===== src/rtl/pdps_pkg.sv =====
package pdps_pkg;
  // Clock and time base
  localparam int CLK_HZ = 40_000_000;
  localparam int TICK_TIME_US = 1000;
  localparam int TICK_CYC = CLK_HZ / 1_000_000 * TICK_TIME_US;
  localparam int DB_PERIOD_S = 10;
  localparam int DB_PERIOD_MS = DB_PERIOD_S * 1000;
  localparam int DB_PULSE_MS_RST = 100;
  // Bus monitor scale, one code step in millivolts
  localparam int BUS_VOLTAGE_MONITOR_W = 10;
  localparam int BUS_VOLTAGE_MONITOR_LSB_MV = 25;
  localparam int VBUS_MIN_MV = 4500;
  localparam int VBUS_MAX_MV = 22000; // 20 V plus ten percent
  localparam int VSAFE5_MV = 5000;
  localparam int VPRESENT_MV = 800;
  localparam logic [9:0] VBUS_MIN_CODE = 10'(VBUS_MIN_MV / BUS_VOLTAGE_MONITOR_LSB_MV);
  localparam logic [9:0] VBUS_MAX_CODE = 10'(VBUS_MAX_MV / BUS_VOLTAGE_MONITOR_LSB_MV);
  localparam logic [9:0] VSAFE5_CODE = 10'(VSAFE5_MV / BUS_VOLTAGE_MONITOR_LSB_MV);
  localparam logic [9:0] VPRESENT_CODE = 10'(VPRESENT_MV / BUS_VOLTAGE_MONITOR_LSB_MV);
  localparam logic [6:0] PCT_FULL = 7'h64;
  // Register offsets
  localparam logic [7:0] OFS_CTRL = 8'h00;
  localparam logic [7:0] OFS_BLEED = 8'h04;
  localparam logic [7:0] OFS_DBPW = 8'h08;
  localparam logic [7:0] OFS_STAT = 8'h0C;
  // Control fields
  localparam int CTRL_UFP = 0;
  localparam int CTRL_PROVIDER = 1;
  localparam int CTRL_CONTRACT = 2;
  localparam int CTRL_SWAP = 3;
  localparam int CTRL_SRC_REQ = 4;
  localparam int CTRL_BLEED_GO = 5; // Write one to start, reads zero
  localparam int CTRL_STARTUP_CLR = 6; // Write one to clear the flag
  localparam logic [31:0] CTRL_RST = 32'h0000_0000;
  // Bleed fields: destination code and release percentage
  localparam int BLEED_DEST_LSB = 0;
  localparam int BLEED_PCT_LSB = 16;
  localparam logic [9:0] BLEED_DEST_RST = VSAFE5_CODE;
  localparam logic [6:0] BLEED_PCT_RST = 7'h5A;
  // Status fields
  localparam int ST_BLEED = 0;
  localparam int ST_KEEP = 1;
  localparam int ST_ID = 2;
  localparam int ST_EMU = 3;
  localparam int ST_DB = 4;
  localparam int ST_SRC = 5;
  localparam int ST_EPWR = 6;
  localparam int ST_SWAP_OK = 7;
  localparam int ST_STARTUP_DONE = 8;
  localparam int ST_VPRES = 9;
  localparam int ST_BUS_VOLTAGE_MONITOR_LSB = 16;
  typedef enum logic [0:0] {BLEED_IDLE, BLEED_ACTIVE} pdps_bleed_e;
endpackage : pdps_pkg


===== src/rtl/pdps_sync.sv =====
`timescale 1ns/10ps
// Two-stage synchroniser, one chain per bit
module pdps_sync #(
  parameter int W = 1
) (
  input wire logic pclk,
  input wire logic presetn,
  input wire logic [W-1:0] async_in,
  input wire logic [W-1:0] rst_val,
  output logic [W-1:0] sync_out
);
  // Both stages hold the input relative to its idle level, so a plain zero reset
  // still presents the idle level and no false edge follows reset
  logic [W-1:0] meta;
  logic [W-1:0] hold;

  genvar i;
  generate
    for (i = 0; i < W; i++) begin : g_bit
      // First stage feeds only the second stage
      always_ff @(posedge pclk or negedge presetn) begin
        if (!presetn) begin
          meta[i] <= 1'b0;
          hold[i] <= 1'b0;
        end else begin
          meta[i] <= async_in[i] ^ rst_val[i];
          hold[i] <= meta[i];
        end
      end
      assign sync_out[i] = hold[i] ^ rst_val[i];
    end
  endgenerate
endmodule : pdps_sync


===== src/rtl/pdps_top.sv =====
// Implementation choices: the address map and register access over APB.
`timescale 1ns/10ps
module pdps_top import pdps_pkg::*; #(
  parameter int TICK_CYCLES = TICK_CYC,
  parameter int DB_PERIOD_TICKS = DB_PERIOD_MS
) (
  input wire logic pclk,
  input wire logic presetn,
  input wire logic psel,
  input wire logic penable,
  input wire logic pwrite,
  input wire logic [7:0] paddr,
  input wire logic [31:0] pwdata,
  output logic [31:0] prdata,
  output logic pready,
  output logic pslverr,
  input wire logic [BUS_VOLTAGE_MONITOR_W-1:0] bus_voltage_monitor,
  input wire logic insertion_detect_n,
  input wire logic micro_a_plug_present,
  input wire logic external_supply_present,
  output logic bus_bleed_drive,
  output logic upstream_keep_connected,
  output logic id_plug_indicator,
  output logic charger_emulation_enable,
  output logic dead_battery_supply_enable,
  output logic vbus_source_enable,
  output logic pdo_externally_powered,
  output logic role_swap_accept
);
  logic [2:0] pin_s;
  logic ins_n_s;
  logic plug_s;
  logic ext_s;
  logic [31:0] ctrl;
  logic [9:0] dest;
  logic [6:0] pct;
  logic [15:0] db_pw;
  logic startup_done;
  pdps_bleed_e bleed_st;
  logic [31:0] stat;
  logic wr_acc;
  logic rd_setup;
  logic mapped;
  logic in_range;
  logic vbus_present;
  logic at_thresh;
  logic bleed_go;
  logic [16:0] bus_voltage_monitor_scaled;
  logic [16:0] thresh_scaled;
  logic [15:0] tick_cnt;
  logic tick;
  logic [15:0] period_cnt;
  logic [15:0] pulse_cnt;

  // Pin inputs cross into pclk; insertion sense idles high like its pull-up
  pdps_sync #(.W(3)) u_sync (
    .pclk(pclk),
    .presetn(presetn),
    .async_in({insertion_detect_n, micro_a_plug_present, external_supply_present}),
    .rst_val(3'b100),
    .sync_out(pin_s)
  );
  // Bit order of the chain: insertion, plug, external supply
  assign ins_n_s = pin_s[2];
  assign plug_s = pin_s[1];
  assign ext_s = pin_s[0];

  // APB decode; no wait state, read data leave a flop loaded in the setup cycle
  assign mapped = (paddr == OFS_CTRL) || (paddr == OFS_BLEED) ||
                  (paddr == OFS_DBPW) || (paddr == OFS_STAT);
  assign wr_acc = psel && penable && pwrite && mapped;
  // Setup cycle is where read data are captured
  assign rd_setup = psel && !penable;
  assign pready = psel && penable;
  assign bleed_go = wr_acc && (paddr == OFS_CTRL) && pwdata[CTRL_BLEED_GO];

  // Read data and error captured in the setup cycle
  always_ff @(posedge pclk or negedge presetn) begin
    if (!presetn) begin
      prdata <= 32'h0000_0000;
      pslverr <= 1'b0;
    end else if (rd_setup) begin
      // Holes in the map answer with an error and zero data
      pslverr <= !mapped;
      prdata <= 32'h0000_0000;
      // Status is taken one cycle before the master reads it; that lag is harmless
      if (!pwrite) begin
        case (paddr)
          OFS_CTRL: prdata <= ctrl;
          OFS_BLEED: prdata <= {9'h000, pct, 6'h00, dest};
          OFS_DBPW: prdata <= {16'h0000, db_pw};
          OFS_STAT: prdata <= stat;
          default: prdata <= 32'h0000_0000;
        endcase
      end
    end
  end

  // Control register; the go bit is a strobe and never stored
  always_ff @(posedge pclk or negedge presetn) begin
    if (!presetn) begin
      ctrl <= CTRL_RST;
    end else if (wr_acc && paddr == OFS_CTRL) begin
      ctrl <= {27'h0000000, pwdata[CTRL_SRC_REQ:CTRL_UFP]};
    end
  end

  // Destination, release percentage and pulse width
  always_ff @(posedge pclk or negedge presetn) begin
    if (!presetn) begin
      dest <= BLEED_DEST_RST;
      pct <= BLEED_PCT_RST;
      db_pw <= 16'(DB_PULSE_MS_RST);
    end else if (wr_acc && paddr == OFS_BLEED) begin
      dest <= pwdata[BLEED_DEST_LSB +: 10];
      pct <= (pwdata[BLEED_PCT_LSB +: 7] > PCT_FULL) ? PCT_FULL : pwdata[BLEED_PCT_LSB +: 7];
    end else if (wr_acc && paddr == OFS_DBPW) begin
      db_pw <= pwdata[15:0];
    end
  end

  // Bus level compares on the monitor code
  assign in_range = (bus_voltage_monitor >= VBUS_MIN_CODE) &&
                    (bus_voltage_monitor <= VBUS_MAX_CODE);
  // Low presence threshold, so a decaying bus still counts as present
  assign vbus_present = bus_voltage_monitor >= VPRESENT_CODE;
  // Percent compare done by cross-multiplying, avoiding a divider
  assign bus_voltage_monitor_scaled = 17'(bus_voltage_monitor) * 17'(PCT_FULL);
  assign thresh_scaled = 17'(dest) * 17'(pct);
  // Equality counts as reached, so release lands on the threshold itself
  assign at_thresh = bus_voltage_monitor_scaled <= thresh_scaled;

  // Bleed sequence: runs only when the target lies below the present level
  always_ff @(posedge pclk or negedge presetn) begin
    if (!presetn) begin
      bleed_st <= BLEED_IDLE;
    end else begin
      case (bleed_st)
        BLEED_IDLE: begin
          if (bleed_go && !at_thresh) begin
            bleed_st <= BLEED_ACTIVE;
          end
        end
        BLEED_ACTIVE: begin
          if (at_thresh) begin
            bleed_st <= BLEED_IDLE;
          end
        end
        default: bleed_st <= BLEED_IDLE;
      endcase
    end
  end

  // Startup flag: insertion sets it and wins over a software clear
  always_ff @(posedge pclk or negedge presetn) begin
    if (!presetn) begin
      startup_done <= 1'b0;
    end else if (!ins_n_s) begin
      startup_done <= 1'b1;
    end else if (wr_acc && paddr == OFS_CTRL && pwdata[CTRL_STARTUP_CLR]) begin
      startup_done <= 1'b0;
    end
  end

  // Pin outputs, all from flops
  always_ff @(posedge pclk or negedge presetn) begin
    if (!presetn) begin
      bus_bleed_drive <= 1'b0;
      upstream_keep_connected <= 1'b0;
      id_plug_indicator <= 1'b1;
      charger_emulation_enable <= 1'b0;
      vbus_source_enable <= 1'b0;
      pdo_externally_powered <= 1'b0;
      role_swap_accept <= 1'b0;
    end else begin
      bus_bleed_drive <= (bleed_st == BLEED_ACTIVE) && !at_thresh;
      // Role bit alone decides upstream use, so micro-A after a swap counts too
      upstream_keep_connected <= ctrl[CTRL_UFP] &&
        (in_range || ctrl[CTRL_SWAP] || bleed_st == BLEED_ACTIVE);
      // Indicator is the plug sense inverted: low means a micro-A plug
      id_plug_indicator <= !plug_s;
      // Dropped in any control write so a new contract never overlaps emulation
      charger_emulation_enable <= vbus_source_enable && !ctrl[CTRL_CONTRACT] &&
        (dest == VSAFE5_CODE) && !wr_acc;
      // Cold socket: sourcing waits for a qualified insertion
      vbus_source_enable <= ctrl[CTRL_PROVIDER] && ctrl[CTRL_SRC_REQ] &&
        !ins_n_s && startup_done;
      // The flag only matters in advertised source capabilities
      pdo_externally_powered <= ctrl[CTRL_PROVIDER] && ext_s;
      // Prefer being the source with wall power, the sink without it
      role_swap_accept <= ctrl[CTRL_PROVIDER] ? !ext_s : ext_s;
    end
  end

  // Millisecond enable from the pclk divider
  always_ff @(posedge pclk or negedge presetn) begin
    if (!presetn) begin
      tick_cnt <= 16'h0000;
    end else if (tick_cnt == 16'(TICK_CYCLES - 1)) begin
      tick_cnt <= 16'h0000;
    end else begin
      tick_cnt <= tick_cnt + 16'h0001;
    end
  end
  // Decoded from the count, so the enable lasts exactly one pclk
  assign tick = tick_cnt == 16'(TICK_CYCLES - 1);

  // Dead-battery period and pulse; bus voltage resets both
  always_ff @(posedge pclk or negedge presetn) begin
    if (!presetn) begin
      period_cnt <= 16'h0000;
      pulse_cnt <= 16'h0000;
    end else if (vbus_present) begin
      period_cnt <= 16'h0000;
      pulse_cnt <= 16'h0000;
    // Counting only on ticks keeps the ten second period inside 16 bits
    end else if (tick) begin
      if (period_cnt == 16'(DB_PERIOD_TICKS - 1)) begin
        period_cnt <= 16'h0000;
        pulse_cnt <= db_pw;
      end else begin
        period_cnt <= period_cnt + 16'h0001;
        if (pulse_cnt != 16'h0000) begin
          pulse_cnt <= pulse_cnt - 16'h0001;
        end
      end
    end
  end

  // Pulse output registered; a zero width disables pulsing
  always_ff @(posedge pclk or negedge presetn) begin
    if (!presetn) begin
      dead_battery_supply_enable <= 1'b0;
    end else begin
      dead_battery_supply_enable <= !vbus_present && (pulse_cnt != 16'h0000);
    end
  end

  // Status word shows the block's own state
  always_comb begin
    stat = 32'h0000_0000;
    stat[ST_BLEED] = bus_bleed_drive;
    stat[ST_KEEP] = upstream_keep_connected;
    stat[ST_ID] = id_plug_indicator;
    stat[ST_EMU] = charger_emulation_enable;
    stat[ST_DB] = dead_battery_supply_enable;
    stat[ST_SRC] = vbus_source_enable;
    stat[ST_EPWR] = pdo_externally_powered;
    stat[ST_SWAP_OK] = role_swap_accept;
    stat[ST_STARTUP_DONE] = startup_done;
    stat[ST_VPRES] = vbus_present;
    stat[ST_BUS_VOLTAGE_MONITOR_LSB +: BUS_VOLTAGE_MONITOR_W] = bus_voltage_monitor;
  end
endmodule : pdps_top


===== config.mk =====
export PLATFORM = sky130hd
export DESIGN_NAME = pdps_top
export DESIGN_NICKNAME = d
export VERILOG_FILES = /design/src/rtl/pdps_pkg.sv /design/src/rtl/pdps_sync.sv /design/src/rtl/pdps_top.sv
export SDC_FILE = /design/constraint.sdc
export NUM_CORES = 1
export LEC_CHECK = 0
export BUFFER_PORTS_ARGS = -buffer_cell sky130_fd_sc_hd__buf_2
export CAP_MARGIN = 0
export CORE_ASPECT_RATIO = 1.5
export CORE_MARGIN = 3
export CORE_UTILIZATION = 61
export CTS_CLUSTER_SIZE = 14
export DETAILED_ROUTE_END_ITERATION = 8
export GPL_TIMING_DRIVEN = 0
export HOLD_SLACK_MARGIN = 0.06
export MAX_ROUTING_LAYER = met4
export PLACE_DENSITY_LB_ADDON = 0.1
export SLEW_MARGIN = 20
export SYNTH_ARGS = -nofsm -noshare
export SYNTH_HDL_FRONTEND = slang
export SYNTH_SLANG_ARGS = --single-unit

===== constraint.sdc =====
create_clock -name pclk -period 7.2 [get_ports pclk]
set_input_delay 0.36 -clock pclk [delete_from_list [all_inputs] [get_ports pclk]]
set_output_delay 0.36 -clock pclk [all_outputs]
set_load 0.1 [all_outputs]

==> results.md <==
- Status: finished, final reports clean
- Final count of hold timing violations: 0
- TritonCTS buffer count: 17
- Synth Flop Type: dfrtp_1
- Fin util: 71.0%
- Share of the synthesized area in the top cell type: 30.2%
- Post-synthesis mux area share: 6.61%
- Row count: 56
- Most frequent cells in the layout: dfrtp_1 (118), ha_1 (100), nand2_1 (99)
- DP Wirelength: 19300 um
- Grt total ovfl: 0
- Post-synthesis sequential area ratio: 33.1%
- Largest family of logic cells by synthesized area: adder cells
- Hold depth: 2
- Post-Syn Instances: 1011
- Clock power frac: 44.9%
- Worst reg2reg startpoint: pct[4]$_DFFE_PN1P_
- Combinational power share: 16.8%
- Simple-gate share of the synthesized area: 16.7%
- Clock Skew: 8.63 ps
- Max Cap Viol: 0
- Global-route wire length before repair: 40100 um
- Insertion delay to the later sink of the worst-skew pair: 420 ps
- Max Slew Vio Count: 0
- Number of port buffers: 84
- PnR Total Power: 1920 uW
- Final WL: 25000 um
- F_max: 160 MHz
- Crit path max fanout: 10
- TNS Setup: 0 ps
- Leak pwr: 0.00556 uW
- Sw Share: 28.1%
- VDD IR max: 156 uV
- Worst EP required: 7480 ps
- Place WS: 992 ps
- # Post-CTS Setup Buffers: 0
- Fin nets: 1325
- Cell area after synthesis: 9790 sq um
- Top Layer Used: met4
- Commonest non-fill, non-tap cell in the layout: dfrtp_1
- Power Density: 173 nW/um^2
- Setup Viol. Count Final: 0
- Reg clk slew, reported paths: 60 ps
- Drc violations: 0
- Total GRT Usage: 30.5%
- Area contributors post-synth: dfrtp_1 (30%), ha_1 (13%), fa_1 (9.0%)
- Async SR Flop Fraction: 100%
- CTS tree: done
- Vias in the first global route: 8168
- DRT Pass-1 Iters: 5
- Synth Area in XOR/XNOR: 3.13%
- Sequential Power Share: 38.3%
- EDFF count, synth: 0
- Hold WS: 79.2 ps
- Share of cells above drive strength 1: 17.9%
- Crit start category: flop
- Initial DRC count: 392
- Crit Path Category: flop to flop
- Maximum clock insertion buffer count: 2
- Total I/O pin count: 100
- DR vias: 7868
- Worst setup margin: 951 ps
- Pint: 1380 uW
- Synth area leader: dfrtp_1
- Max H-tree Level: 4
- Antenna violations before repair: 5
- DR WL/cell: 18.6 um
- Remaining antenna violation count: 0
- Synth unique cells: 72
- Tmin final: 6250 ps
- Adder-cell share of the synthesized area: 21.8%
- Die Ht: 161 um
- CTS Sinks: 129
- Routed vias/inst: 5.85
- Hold EP: u_sync.meta[2]$_DFF_PN0_
- Worst r2r dst: bleed_st$_DFF_PN0_
- Total core area: 15700 sq um
- WL met2: 13700 um
- Starting Density: 62.3%
- Die ar.: 17600 sq um
- Root buf cell: clkbuf_16
- Switching pwr: 541 uW
- Largest net degree at the start of global routing: 68
- Worst slew pin tran: 930 ps
- Reg2Reg Depth: 23
- Met3 Wirelength: 782 um
- Tcrit/Tclk final: 86.8%
- Gpl congestion: 0.927
- DRT met1 WL: 9100 um
- Worst Hold Class: primary input to flop
- Compound-Gate Fraction of Synth Area: 12.9%
- R2R setup slack: 950 ps
- Synthesis Warnings: 0
- CP endpoint kind: flop
- Unrepaired setup endpoints after global routing: no
- Crit path DAT: 6530 ps
- Worst Hold Launch: insertion_detect_n
- Yosys reg bits: 129
- Die Span X: 109 um
- Layout area overhead: 13.9%
- Syn Area/Cell: 9.68 sq um
- Rel. slew slack: 38.0%
cells by family after synthesis:
logic type                 count (synthesis)
other                                      1
buffers and inverters                    138
and+or+nand+nor                          316
xor gates and xnor gates                  35
DFF                                      129
muxes                                     50
AOI/OAI and AO/OA                        198
adders and majority gates                144
flip-flops by register name, summed over array words and instances (netlist names), 5 cells and up:
| signal | flops |
|---|---|
| period_cnt | 16 |
| pct | 7 |
| prdata | 26 |
| dest | 10 |
| pulse_cnt | 16 |
| ctrl | 5 |
| tick_cnt | 16 |
| db_pw | 16 |
worst max path at each step:
stage                        from  slack [ps]  cells after the start                 end
3_5_place_dp   pct[4]$_DFFE_PN1P_         990                     23  bleed_st$_DFF_PN0_
4_1_cts        pct[4]$_DFFE_PN1P_         960                     23  bleed_st$_DFF_PN0_
2_1_floorplan  pct[6]$_DFFE_PN1P_        1740                     21  bleed_st$_DFF_PN0_
6_report       pct[4]$_DFFE_PN1P_         950                     23  bleed_st$_DFF_PN0_
3_3_place_gp   pct[4]$_DFFE_PN1P_        1020                     23  bleed_st$_DFF_PN0_
5_1_grt        pct[6]$_DFFE_PN1P_         640                     23  bleed_st$_DFF_PN0_
metrics by stage:
step           instance area (sq um)  instances
2_1_floorplan                   9800       1016
3_3_place_gp                   10500       1303
3_5_place_dp                   10500       1304
4_1_cts                        11100       1339
5_1_grt                        11200       1344
6_report                       11200       1344
worst max-delay path, cell delays in order (launching register included):
cell	delay [ps]
dfstp_2	590
clkbuf_1	480
nand2_1	130
fa_1	490
fa_1	540
inv_1	50
fa_1	530
inv_1	50
fa_1	530
inv_1	40
ha_1	330
o21a_1	120
o31a_1	120
o31ai_1	300
a21o_1	280
o21bai_1	130
o21ai_0	220
ha_1	280
a21o_1	160
a21o_1	160
a21oi_1	160
o221ai_1	120
o21ai_0	190
nor2_1	100
repair_timing:
item	4_1_cts	5_1_grt
hold buffers	3	0
gates resized for setup	0	0
endpoints found under the hold margin	62	0
cells in the mapped netlist (7+ instances only):
master,number
dfrtp_1,118
ha_1,100
nand2_1,99
inv_1,88
o21ai_0,57
a21oi_1,51
nor2_1,50
and2_1,47
fa_1,44
clkbuf_1,32
mux2_2,27
nand3_1,21
nor3_1,21
xnor2_1,21
a21o_1,14
a22o_1,14
xor2_1,14
dfstp_2,11
and3_1,10
buf_2,10
mux2_4,10
nor4_1,9
mux2i_1,8
nor2b_1,8
o31ai_1,8
or3_1,8
a22oi_1,7
nand2b_1,7
layout make-up:
type | instances | area, sq um
multi-input cells | 749 | 6010
fillers | 1268 | 4540
flip-flops and latches | 129 | 3240
repair buffers | 88 | 488
clock buffers | 20 | 447
inverters | 88 | 330
well taps | 203 | 254
plain buffers | 50 | 230
clock inverters | 12 | 135
diodes | 5 | 12.5
power by group through the flow:
stage	Combinational (uW)	Clock [uW]	Sequential, uW
detailed placement	321	0	750
finish	324	864	737
global placement	311	0	749
floorplan	216	0	759
global route	371	908	737
CTS	325	873	737
metal layers:
| metal | global-route usage [%] | vias up |
|---|---|---|
| li1 | - | 3710 |
| met1 | 31.3 | 3870 |
| met2 | 54.5 | 192 |
| met3 | 4.92 | 96 |
| met4 | 16.1 | 0 |
| met5 | - | - |
No activity file was read; power rests on OpenSTA's default activity.
